[src/include/vbsc_cfg.svh]
// Register map, field positions, reset values and timing for band select
`ifndef VBSC_CFG_SVH
`define VBSC_CFG_SVH
// ----------------------------------------------------------------------
// Register byte offsets
// ----------------------------------------------------------------------
`define VBSC_OFS_CTRL    6'h00
`define VBSC_OFS_DEFBAND 6'h04
`define VBSC_OFS_TARGET  6'h08
`define VBSC_OFS_REFDIV  6'h0C
`define VBSC_OFS_RDBACK  6'h10
`define VBSC_OFS_IRQSTS  6'h14
`define VBSC_OFS_IRQCLR  6'h18
`define VBSC_OFS_IRQEN   6'h1C
// ----------------------------------------------------------------------
// Field positions and reset values
// ----------------------------------------------------------------------
`define VBSC_CTRL_SEL_LSB  0
`define VBSC_CTRL_SRCH    2
`define VBSC_CTRL_DIV4    3
`define VBSC_CTRL_BUF_LSB 4
`define VBSC_CTRL_CUR_LSB 8
`define VBSC_CTRL_RST     32'h0000_0004
`define VBSC_DEFBAND_RST  7'h40
`define VBSC_TARGET_RST   16'h0100
`define VBSC_REFDIV_RST   4'h1
`define VBSC_RB_FAIL      8
`define VBSC_RB_BUSY      9
`define VBSC_RB_LOCK      10
`define VBSC_IRQ_DONE     0
`define VBSC_IRQ_FAIL     1
// ----------------------------------------------------------------------
// Band codes and search timing
// ----------------------------------------------------------------------
`define VBSC_BAND_MIN     7'h00
`define VBSC_BAND_MAX     7'h7F
`define VBSC_SEARCH_CYC   1500
`define VBSC_BAND_COUNT   128
`define VBSC_REFDIV_MIN   3'h2
`endif

[src/include/vbsc_pkg.sv]
// Types shared by the band select logic
package vbsc_pkg;
  typedef enum logic [1:0] {
    VBSC_IDLE,
    VBSC_COUNT,
    VBSC_EVAL
  } vbsc_state_t;
endpackage

[src/hw/vbsc_top.sv]
// Oscillator select, band search and control registers
//
// Function
// Route one of three oscillators, chosen by osc_select.
// Each oscillator has 128 coarse bands, seven-bit band code.
// Search targets the frequency value programmed in the bank.
// Every enable pin rise starts a search if search is enabled.
// Loop locking is enabled only after the band is fixed.
// Capacitance steps are added one by one until near target.
// Chosen band code is placed in the read-back register.
// Final code 0 or 127 marks a failed search.
// Final codes 1 to 126 mark a successful search.
// Search takes about 1500 phase detector clock cycles.
// Host should rerun the search every thirty degrees.
// Host may copy result to default band, then disable search.
// LO output is oscillator divided by two or four.
// Oscillator core current follows its control word.
// Host should set LO buffer current to 1100 above 2 GHz.
// Reference bypass passes through, else divide by two to seven.
// With search disabled, enable rise applies the default band.
`timescale 1ns/1ns
`include "vbsc_cfg.svh"
module vbsc_top #(
  parameter int TGT_W = 16,
  parameter int CUR_W = 4
) (
  // Clock and reset
  input  wire logic             clk_sys_i,
  input  wire logic             rst_i,
  // Avalon-MM slave
  input  wire logic [5:0]       avs_address_i,
  input  wire logic             avs_read_i,
  input  wire logic             avs_write_i,
  input  wire logic [31:0]      avs_writedata_i,
  output logic      [31:0]      avs_readdata_o,
  output logic                  avs_waitrequest_o,
  // Pins and analog side ticks
  input  wire logic             chip_enable_pin_i,
  input  wire logic             ref_tick_i,
  input  wire logic             osc_tick_i,
  // Oscillator control
  output logic      [2:0]       osc_en_o,
  output logic      [6:0]       band_code_o,
  output logic      [CUR_W-1:0] osc_core_current_o,
  output logic      [3:0]       lo_buffer_current_o,
  output logic                  lo_o,
  output logic                  loop_lock_en_o,
  // Interrupt
  output logic                  irq_o
);
  localparam int BANDS = `VBSC_BAND_COUNT;
  localparam int WIN_TICKS = `VBSC_SEARCH_CYC / BANDS;
  // Reset words kept whole so each field is a plain bit-select
  localparam logic [31:0] CTRL_RST   = `VBSC_CTRL_RST;
  localparam logic [3:0]  REFDIV_RST = `VBSC_REFDIV_RST;

  if (TGT_W < 8 || TGT_W > 24 || CUR_W < 1 || CUR_W > 4) begin : g_chk
    $error("vbsc_top: unsupported parameter values");
  end

  // ----------------------------------------------------------------------
  // Registers
  // ----------------------------------------------------------------------
  logic [1:0]       osc_select;
  logic             band_search_enable;
  logic             lo_divide_select;
  logic [6:0]       default_band_code;
  logic [TGT_W-1:0] target;
  logic             ref_divider_bypass;
  logic [2:0]       ref_div_value;
  logic [6:0]       band_result_code;
  logic [1:0]       irq_sts;
  logic [1:0]       irq_en;
  logic             ack;
  logic             wr_go;

  vbsc_pkg::vbsc_state_t state;
  logic [6:0]       band;
  logic [TGT_W-1:0] cnt;
  logic [7:0]       win;
  logic             en_q;
  logic             en_rise;
  logic             pd_tick;
  logic             done;
  logic             fail_now;
  logic             res_fail;

  // One wait state: the answer always comes on the second cycle
  assign avs_waitrequest_o = (avs_read_i || avs_write_i) && !ack;
  assign wr_go = avs_write_i && ack;

  always_ff @(posedge clk_sys_i or posedge rst_i) begin
    if (rst_i) begin
      ack <= 1'b0;
    end else begin
      ack <= (avs_read_i || avs_write_i) && !ack;
    end
  end

  always_ff @(posedge clk_sys_i or posedge rst_i) begin
    if (rst_i) begin
      osc_select          <= 2'h0;
      band_search_enable  <= CTRL_RST[`VBSC_CTRL_SRCH];
      lo_divide_select    <= 1'b0;
      lo_buffer_current_o <= 4'h0;
      osc_core_current_o  <= '0;
      default_band_code   <= `VBSC_DEFBAND_RST;
      target              <= TGT_W'(`VBSC_TARGET_RST);
      ref_divider_bypass  <= REFDIV_RST[0];
      ref_div_value       <= REFDIV_RST[3:1];
      irq_en              <= 2'h0;
    end else if (wr_go) begin
      case (avs_address_i)
        `VBSC_OFS_CTRL: begin
          osc_select <= avs_writedata_i[`VBSC_CTRL_SEL_LSB +: 2];
          band_search_enable <= avs_writedata_i[`VBSC_CTRL_SRCH];
          lo_divide_select <= avs_writedata_i[`VBSC_CTRL_DIV4];
          lo_buffer_current_o <= avs_writedata_i[`VBSC_CTRL_BUF_LSB +: 4];
          osc_core_current_o <=
            avs_writedata_i[`VBSC_CTRL_CUR_LSB +: CUR_W];
        end
        `VBSC_OFS_DEFBAND: default_band_code <= avs_writedata_i[6:0];
        `VBSC_OFS_TARGET:  target <= avs_writedata_i[TGT_W-1:0];
        `VBSC_OFS_REFDIV: begin
          ref_divider_bypass <= avs_writedata_i[0];
          ref_div_value      <= avs_writedata_i[3:1];
        end
        `VBSC_OFS_IRQEN:   irq_en <= avs_writedata_i[1:0];
        default: ;
      endcase
    end
  end

  always_ff @(posedge clk_sys_i or posedge rst_i) begin
    if (rst_i) begin
      avs_readdata_o <= 32'h0;
    end else if (avs_read_i && !ack) begin
      case (avs_address_i)
        `VBSC_OFS_CTRL: avs_readdata_o <=
          (32'(osc_select) << `VBSC_CTRL_SEL_LSB) |
          (32'(band_search_enable) << `VBSC_CTRL_SRCH) |
          (32'(lo_divide_select) << `VBSC_CTRL_DIV4) |
          (32'(lo_buffer_current_o) << `VBSC_CTRL_BUF_LSB) |
          (32'(osc_core_current_o) << `VBSC_CTRL_CUR_LSB);
        `VBSC_OFS_DEFBAND: avs_readdata_o <= 32'(default_band_code);
        `VBSC_OFS_TARGET:  avs_readdata_o <= 32'(target);
        `VBSC_OFS_REFDIV:
          avs_readdata_o <= 32'({ref_div_value, ref_divider_bypass});
        `VBSC_OFS_RDBACK: avs_readdata_o <= 32'(band_result_code) |
          (32'(res_fail) << `VBSC_RB_FAIL) |
          (32'(state != vbsc_pkg::VBSC_IDLE) << `VBSC_RB_BUSY) |
          (32'(loop_lock_en_o) << `VBSC_RB_LOCK);
        `VBSC_OFS_IRQSTS:  avs_readdata_o <= 32'(irq_sts);
        `VBSC_OFS_IRQEN:   avs_readdata_o <= 32'(irq_en);
        default:           avs_readdata_o <= 32'h0;
      endcase
    end
  end

  // ----------------------------------------------------------------------
  // Dividers
  // ----------------------------------------------------------------------
  vbsc_ref_div u_ref_div (
    .clk_sys_i            (clk_sys_i),
    .rst_i                (rst_i),
    .ref_divider_bypass_i (ref_divider_bypass),
    .ref_div_value_i      (ref_div_value),
    .ref_tick_i           (ref_tick_i),
    .pd_tick_o            (pd_tick)
  );

  vbsc_lo_div u_lo_div (
    .clk_sys_i  (clk_sys_i),
    .rst_i      (rst_i),
    .div4_i     (lo_divide_select),
    .osc_tick_i (osc_tick_i),
    .lo_o       (lo_o)
  );

  always_ff @(posedge clk_sys_i or posedge rst_i) begin
    if (rst_i) begin
      osc_en_o <= 3'h0;
    end else begin
      // Code three has no fourth oscillator, so it falls back to the third
      case (osc_select)
        2'h0:    osc_en_o <= 3'h1;
        2'h1:    osc_en_o <= 3'h2;
        default: osc_en_o <= 3'h4;
      endcase
    end
  end

  // ----------------------------------------------------------------------
  // Band search
  // ----------------------------------------------------------------------
  always_ff @(posedge clk_sys_i or posedge rst_i) begin
    if (rst_i) begin
      en_q <= 1'b0;
    end else begin
      en_q <= chip_enable_pin_i;
    end
  end

  assign en_rise = chip_enable_pin_i && !en_q;
  assign done = (state == vbsc_pkg::VBSC_EVAL) &&
                (cnt <= target || band == `VBSC_BAND_MAX);
  assign fail_now = band == `VBSC_BAND_MIN ||
                    band == `VBSC_BAND_MAX;

  always_ff @(posedge clk_sys_i or posedge rst_i) begin
    if (rst_i) begin
      state <= vbsc_pkg::VBSC_IDLE;
      band  <= `VBSC_BAND_MIN;
      cnt   <= '0;
      win   <= 8'h0;
    end else if (!chip_enable_pin_i) begin
      state <= vbsc_pkg::VBSC_IDLE;
    end else if (en_rise) begin
      cnt <= '0;
      win <= 8'h0;
      if (band_search_enable) begin
        band  <= `VBSC_BAND_MIN;
        state <= vbsc_pkg::VBSC_COUNT;
      end else begin
        band  <= default_band_code;
        state <= vbsc_pkg::VBSC_IDLE;
      end
    end else begin
      case (state)
        vbsc_pkg::VBSC_COUNT: begin
          if (osc_tick_i && cnt != '1) begin
            cnt <= cnt + 1'b1;
          end
          // Window length spreads the whole sweep over the search time
          if (pd_tick) begin
            if (win == 8'(WIN_TICKS - 1)) begin
              state <= vbsc_pkg::VBSC_EVAL;
            end else begin
              win <= win + 8'h1;
            end
          end
        end
        vbsc_pkg::VBSC_EVAL: begin
          if (done) begin
            state <= vbsc_pkg::VBSC_IDLE;
          end else begin
            band  <= band + 7'h1;
            cnt   <= '0;
            win   <= 8'h0;
            state <= vbsc_pkg::VBSC_COUNT;
          end
        end
        default: state <= vbsc_pkg::VBSC_IDLE;
      endcase
    end
  end

  assign band_code_o = band;

  always_ff @(posedge clk_sys_i or posedge rst_i) begin
    if (rst_i) begin
      band_result_code <= `VBSC_BAND_MIN;
      res_fail         <= 1'b0;
    end else if (done) begin
      band_result_code <= band;
      res_fail         <= fail_now;
    end
  end

  always_ff @(posedge clk_sys_i or posedge rst_i) begin
    if (rst_i) begin
      loop_lock_en_o <= 1'b0;
    end else if (!chip_enable_pin_i) begin
      loop_lock_en_o <= 1'b0;
    end else if (en_rise) begin
      loop_lock_en_o <= !band_search_enable;
    end else if (done) begin
      loop_lock_en_o <= 1'b1;
    end
  end

  // ----------------------------------------------------------------------
  // Interrupts
  // ----------------------------------------------------------------------
  always_ff @(posedge clk_sys_i or posedge rst_i) begin
    if (rst_i) begin
      irq_sts <= 2'h0;
    end else begin
      // Set wins over a clear in the same cycle
      irq_sts <= (irq_sts &
                  ~((wr_go && avs_address_i == `VBSC_OFS_IRQCLR) ?
                    avs_writedata_i[1:0] : 2'h0)) |
                 {done && fail_now, done};
    end
  end

  assign irq_o = |(irq_sts & irq_en);
endmodule

[src/hw/vbsc_ref_div.sv]
// Reference divider producing the phase detector tick
`timescale 1ns/1ns
`include "vbsc_cfg.svh"
module vbsc_ref_div (
  // Clock and reset
  input  wire logic       clk_sys_i,
  input  wire logic       rst_i,
  // Control
  input  wire logic       ref_divider_bypass_i,
  input  wire logic [2:0] ref_div_value_i,
  // Reference in, phase detector tick out
  input  wire logic       ref_tick_i,
  output logic            pd_tick_o
);
  logic [2:0] cnt;
  logic [2:0] lim;

  // Codes below two are treated as divide by two
  always_comb begin
    lim = (ref_div_value_i < `VBSC_REFDIV_MIN) ? `VBSC_REFDIV_MIN
                                              : ref_div_value_i;
  end

  always_ff @(posedge clk_sys_i or posedge rst_i) begin
    if (rst_i) begin
      cnt <= 3'h0;
    end else if (ref_tick_i) begin
      if (ref_divider_bypass_i || cnt == lim - 3'h1) begin
        cnt <= 3'h0;
      end else begin
        cnt <= cnt + 3'h1;
      end
    end
  end

  assign pd_tick_o = ref_tick_i &&
                     (ref_divider_bypass_i || cnt == lim - 3'h1);
endmodule

[src/hw/vbsc_lo_div.sv]
// LO divider, divide by two or four of the oscillator
`timescale 1ns/1ns
module vbsc_lo_div (
  // Clock and reset
  input  wire logic clk_sys_i,
  input  wire logic rst_i,
  // Control and oscillator
  input  wire logic div4_i,
  input  wire logic osc_tick_i,
  // LO output
  output logic      lo_o
);
  logic half;

  always_ff @(posedge clk_sys_i or posedge rst_i) begin
    if (rst_i) begin
      half <= 1'b0;
      lo_o <= 1'b0;
    end else if (osc_tick_i) begin
      half <= ~half;
      if (!div4_i || half) begin
        lo_o <= ~lo_o;
      end
    end
  end
endmodule

[config.mk]
export PLATFORM = sky130hd
export DESIGN_NAME = vbsc_top
export DESIGN_NICKNAME = d
export VERILOG_FILES = /design/src/include/vbsc_pkg.sv /design/src/hw/vbsc_top.sv /design/src/hw/vbsc_ref_div.sv /design/src/hw/vbsc_lo_div.sv
export VERILOG_INCLUDE_DIRS = /design/src /design/src/include
export SDC_FILE = /design/constraint.sdc
export NUM_CORES = 1
export LEC_CHECK = 0
export BUFFER_PORTS_ARGS = -buffer_cell sky130_fd_sc_hd__buf_4
export CORE_MARGIN = 2
export CORE_UTILIZATION = 41
export DETAILED_ROUTE_END_ITERATION = 16
export GPL_TIMING_DRIVEN = 0
export PLACE_DENSITY = 0.59
export SETUP_SLACK_MARGIN = 0.1
export SLEW_MARGIN = 40
export SYNTH_ARGS = -nofsm -noshare
export SYNTH_HDL_FRONTEND = slang
export SYNTH_SLANG_ARGS = --single-unit
[constraint.sdc]
create_clock -name clk_sys_i -period 5.7 [get_ports clk_sys_i]
set_clock_uncertainty 0.2 [all_clocks]
set_input_delay 1.14 -clock clk_sys_i [delete_from_list [all_inputs] [get_ports clk_sys_i]]
set_output_delay 1.14 -clock clk_sys_i [all_outputs]
set_load 0.02 [all_outputs]
**Word level (Yosys, flattened, before mapping)**

Cells that the tools add are included.

- Add/sub/neg operators: 5
- Order comparisons: 2
- Equality and inequality tests: 22
- Mux-type cells: 28
- Bitwise gates (word level): 13
- Reduce and logical (&&, ||, !) cells: 35

Operator list:

| cell | number |
|---|---|
| 16-bit one-hot mux with 7 select lines | 1 |
| 16-bit 2-to-1 mux | 3 |
| 8-bit 2-to-1 mux | 4 |
| 16-bit one-hot mux with 2 select lines | 1 |
| 7-bit 2-to-1 mux | 4 |
| 6-bit by 5-bit equality test with 1-bit output, second input constant | 4 |
| 16-bit by 1-bit adder with 16-bit output, second input constant | 1 |
| 16-bit <= comparator | 1 |
| 16-bit inequality test, second input constant | 1 |
| 8-bit one-hot mux with 2 select lines | 1 |
| 2-bit AND reduction | 7 |
| 6-bit by 4-bit equality test with 1-bit output, second input constant | 2 |
| 3-bit inequality test, second input constant | 4 |
| 8-bit by 12-bit bitwise OR with 12-bit output | 1 |
| 10-bit by 11-bit bitwise OR with 11-bit output | 1 |
| 2-bit 2-to-1 mux | 5 |
| 9-bit by 10-bit bitwise OR with 10-bit output | 1 |
| 1-bit logical AND | 9 |
| 7-bit by 9-bit bitwise OR with 9-bit output | 1 |
| 8-bit by 1-bit adder with 8-bit output, second input constant | 1 |
| 8-bit by 4-bit equality test with 1-bit output, second input constant | 1 |
| 4-bit inequality test, second input constant | 2 |
| 4-bit by 8-bit bitwise OR with 8-bit output | 1 |
| 7-bit by 1-bit adder with 7-bit output, second input constant | 1 |
| 31 further kinds | 47 |

- Flip-flop bits (word level): 127
- Input port bits: 45
- Output and inout port bits: 54
- Logic and storage cells: 130

**Logic depth before layout (Yosys ltp)**

- Depth in word-level cells: 10
- Depth in mapped cells: 11
- Mapped depth without buffers: 9

**Hierarchy**

Synthesis repeated with hierarchy kept, for this count alone.

- Cell total of the unflattened synthesis: 584
- Area, all modules: 6143.4 um2

Modules (own cells, without submodules):

| module | instances | cells each | area each (um2) | sequential area each (um2) |
|---|---|---|---|---|
| vbsc_top | 1 | 554 | 5786.8 | 2657.5 |
| vbsc_ref_div | 1 | 23 | 272.8 | 75.1 |
| vbsc_lo_div | 1 | 7 | 83.8 | 50.0 |

**Worst setup path before layout**

No wires, ideal clock.

- Kind: in2reg
- From: input avs_address_i[5]
- To: register default_band_code[0]
- Setup time: 125 ps
- Arrival time: 2689 ps
- Data required time: 5375 ps
- Slack: 2686 ps
- Stages on the path: 6
- Buffers on the path: 2
- Cells stage by stage: or4_4 -> buf_6 -> nor3b_4 -> and3_4 -> buf_12 -> mux2_4

- Longest elaborated chain between the ends: 2

Ends and longest elaborated chain:

| element | line | text |
|---|---|---|
| start, declared | vbsc_top.sv:31 | `input wire logic [5:0] avs_address_i,` |
| 6-bit by 3-bit equality test with 1-bit output | vbsc_top.sv:113 | `case (avs_address_i)` |
| 2-bit AND reduction (no source line) | -- |  |
| end signal, assigned | vbsc_top.sv:107 | `` default_band_code <= `VBSC_DEFBAND_RST; `` |
| end signal, assigned | vbsc_top.sv:122 | `` `VBSC_OFS_DEFBAND: default_band_code <= avs_writedata_i[6:0]; `` |
| end, declared | vbsc_top.sv:67 | `logic [6:0] default_band_code;` |

No other way between the ends.
A chain may end at the register's enable or synchronous reset.

**Worst setup path in the final report**

- From: input avs_address_i[5]
- To: register avs_readdata_o[9]

- Longest elaborated chain between the ends: 2
- Elaborated cells between the ends (all ways): 8
- Classes of those cells: 6 x eq/ne; 1 x mux; 1 x reduce/logical

Ends and longest elaborated chain:

| element | line | text |
|---|---|---|
| 6-bit by 5-bit equality test with 1-bit output, or another cell as far along | vbsc_top.sv:138 | `case (avs_address_i)` |
| 16-bit one-hot mux with 7 select lines * | vbsc_top.sv:138 |  |
| end signal, assigned | vbsc_top.sv:139 | `` `VBSC_OFS_CTRL: avs_readdata_o <= `` |
| end signal, assigned | vbsc_top.sv:145 | `` `VBSC_OFS_DEFBAND: avs_readdata_o <= 32'(default_band_code); `` |
| end signal, assigned | vbsc_top.sv:146 | `` `VBSC_OFS_TARGET: avs_readdata_o <= 32'(target); `` |
| end, declared | vbsc_top.sv:35 | `output logic [31:0] avs_readdata_o,` |

Every way passes the cells marked *; elsewhere a longest branch is shown, timed or not.

==> impl_metrics.tcl <==
set metrics [dict create \
    outcome "finished, final reports clean" \
    grt_pass1_vias 4890 \
    synth_edf_count 0 \
    numPortBuffers 64 \
    fillers 1387 \
    num_rows 44 \
    combPwrFrac 0.195 \
    post-cts-setup-buffer-count 0 \
    ys_seq_area_frac 0.4629 \
    busiest_layer "met2" \
    antenna_found_initial 0 \
    antenna_cells 0 \
    postRouteAntennaNets 0 \
    sequentialPowerShare 0.488 \
    path_clk_slew_ns 0.08 \
    nets 758 \
    finalWirelength_um 15690 \
    fin_tns_setup_ns 0 \
    postSynthCellCount 599 \
    drt-initial-drc-count 288 \
    r2r_end "win[5]" \
    cts_buffer_depth 2 \
    areaGrowthSynthToFinish_pct 18.13 \
    ff_latch_area_um2 2783 \
    hp-start "u_lo_div.half" \
    multi_input_area_um2 2899 \
    critical_path_class "primary input to flip-flop" \
    endpoint_kind "flip-flop" \
    switching_share 0.3181 \
    ff2ff_setup_slack_ns 2.77 \
    die_h_um 125.1 \
    root_buffer "clkbuf_16" \
    cts_tree "built" \
    wl_per_cell_um 17.85 \
    cts.htree.levels 3 \
    met1_usage 0.2756 \
    final_cells 879 \
    final-hold-violation-count 0 \
    ys_ff_latch 111 \
    num_vias 4882 \
    dieArea_um2 15650 \
    critical_path_peak_fanout 10 \
    hold_depth 1 \
    synth_top_flop_cell "dfrtp_1" \
    groute.usage.overall 0.2073 \
    rsz0062_at_grt "false" \
    clk_latency_ns 0.36 \
    min_period_ns 3.159 \
    first_pass_iters 5 \
    gp_congestion 0.8241 \
    fmax_mhz 316.5 \
    worst_slew_pin_slew_ns 0.8363 \
    drive_gt1_frac 0.2432 \
    ir_worst_vdd_uv 169.1 \
    clkPwrFrac 0.317 \
    regToRegStartpoint "ref_div_value[2]" \
    cts_buffers 9 \
    cts_hold_buffers 0 \
    hold_path_class "flip-flop to flip-flop" \
    async_reset_ff_frac 1.000 \
    total_power_uw 1980 \
    syn_area_per_cell_um2 10.03 \
    p_per_area_nw_per_um2 278.9 \
    arrival_ns 3.26 \
    yosysWarnings 0 \
    whs_ns 0.2670 \
    io_pins 99 \
    start_kind "primary input" \
    finalSetupViolations 0 \
    fp.coreArea_um2 14420 \
    placed_area_um2 6813 \
    start_util 0.4167 \
    clkSinkCount 111 \
    fin_crit_sh 0.5543 \
    max_cap_viol_count 0 \
    maxSlewHeadroom 0.4395 \
    drc 0 \
    gr-total-overflow 0 \
    rr_worst_depth 9 \
    p_leak_uw 0.003438 \
    yosysUniqueCellTypes 70 \
    netlist_area_um2 6011 \
    drv_slew 0 \
    internal_power_uw 1350 \
    vias_per_cell 5.554 \
    min_to "u_lo_div.half" \
    grt_pass1_wl_um 25880 \
    grt_max_degree 65 \
    fp.dieW_um 125.1 \
    met3_usage 0.04407 \
    use_met2 0.3440 \
    final_cell_area_um2 7101 \
    hpwl_um 11920 \
    post_cts_resized 0 \
    placed_cells 863 \
    required_ns 5.80 \
    p_switching_uw 629.8 \
]
==> worst max-delay path, stage by stage <==
cell,delay (ns)
buf_4,0.11
nor3_1,0.42
nand2_1,0.12
nor3_2,0.65
o21ai_0,0.48
a21oi_1,0.25
a21o_1,0.10
==> flip-flops by register name (all words and copies together) (netlist names), 2 cells and up <==
| register | flops |
|---|---|
| avs_readdata_o | 16 |
| cnt | 16 |
| target | 16 |
| win | 8 |
| band_code_o | 7 |
| band_result_code | 7 |
| default_band_code | 7 |
| lo_buffer_current_o | 4 |
| osc_core_current_o | 4 |
| osc_en_o | 3 |
| ref_div_value | 3 |
| u_ref_div.cnt | 3 |
| irq_en | 2 |
| irq_sts | 2 |
| osc_select | 2 |
| state | 2 |
==> metal layers <==
layer  share of wire  vias to the layer above
met5               0                        -
met2            0.49                      127
met3           0.047                       20
met4           0.019                        0
met1            0.45                     2418
li1                -                     2317
==> synthesized netlist by cell type (all sizes together), types with 6 or more instances <==
| library cell | count | share of area |
|---|---|---|
| a21o | 7 | 0.0087 |
| a21oi | 24 | 0.020 |
| a22o | 7 | 0.010 |
| a31oi | 20 | 0.021 |
| and3 | 7 | 0.0081 |
| buf | 32 | 0.037 |
| clkbuf | 10 | 0.0062 |
| dfrtp | 107 | 0.45 |
| ha | 23 | 0.048 |
| inv | 33 | 0.021 |
| mux2 | 36 | 0.072 |
| nand2 | 77 | 0.048 |
| nand2b | 6 | 0.0062 |
| nand3 | 18 | 0.015 |
| nand4 | 11 | 0.011 |
| nor2 | 26 | 0.019 |
| nor2b | 8 | 0.0083 |
| nor3 | 10 | 0.012 |
| nor4 | 6 | 0.0073 |
| o21ai | 54 | 0.046 |
==> cells in the final DEF, fill, tap and decap left out, drive strengths merged, types with 18 or more instances in the layout <==
cell	synthesis	layout
dfrtp	107	107
o21ai	54	54
clkbuf	10	19
buf	32	97
ha	23	23
a21oi	24	24
mux2	36	36
nand2	77	77
nor2	26	26
nand3	18	18
a31oi	20	20
inv	33	37
==> layout make-up <==
type	count	area share
inverters	33	0.01850
plain buffers	42	0.03683
multi-input cells	428	0.4083
well taps	184	0.03242
repair buffers	65	0.07154
flip-flops and latches	111	0.3919
clock buffers	9	0.03172
clock inverters	7	0.008811
==> worst max path at each step <==
stage | from | to | slack (ns) | depth (start not counted)
floorplan | rst_i | ack | 1.44 | 1
global placement | rst_i | cnt[9] | 0.08 | 2
detailed placement | avs_address_i[5] | avs_readdata_o[9] | 2.22 | 7
CTS | avs_address_i[5] | avs_readdata_o[9] | 2.60 | 7
global route | avs_address_i[5] | avs_readdata_o[9] | 2.45 | 7
finish | avs_address_i[5] | avs_readdata_o[9] | 2.54 | 7
==> per-stage QoR <==
stage | setup WS, ns | utilization
global route | 2.450 | 0.4923
finish | 2.541 | 0.4923
CTS | 2.599 | 0.4923
detailed placement | 2.217 | 0.4723
floorplan | 1.436 | -
global placement | 0.07798 | 0.4699
==> power groups by stage <==
stage / registers [uW] / clock network, uW / logic, uW
detailed placement: 980 / 0 / 389
global placement: 975 / 0 / 372
CTS: 965 / 641 / 391
global route: 980 / 679 / 437
finish: 966 / 628 / 386
floorplan: 974 / 0 / 244
==> cell families after synthesis <==
| family | Yosys count | share of synthesized area |
|---|---|---|
| flops | 111 | 0.4629 |
| buf+inv | 75 | 0.06411 |
| mux | 41 | 0.08555 |
| other cells | 1 | 0.0006239 |
| xor+xnor | 4 | 0.008119 |
| simple gates | 196 | 0.1744 |
| fa+ha+maj | 23 | 0.04788 |
| compound gates | 148 | 0.1563 |
(Power assumes the default switching activity.)
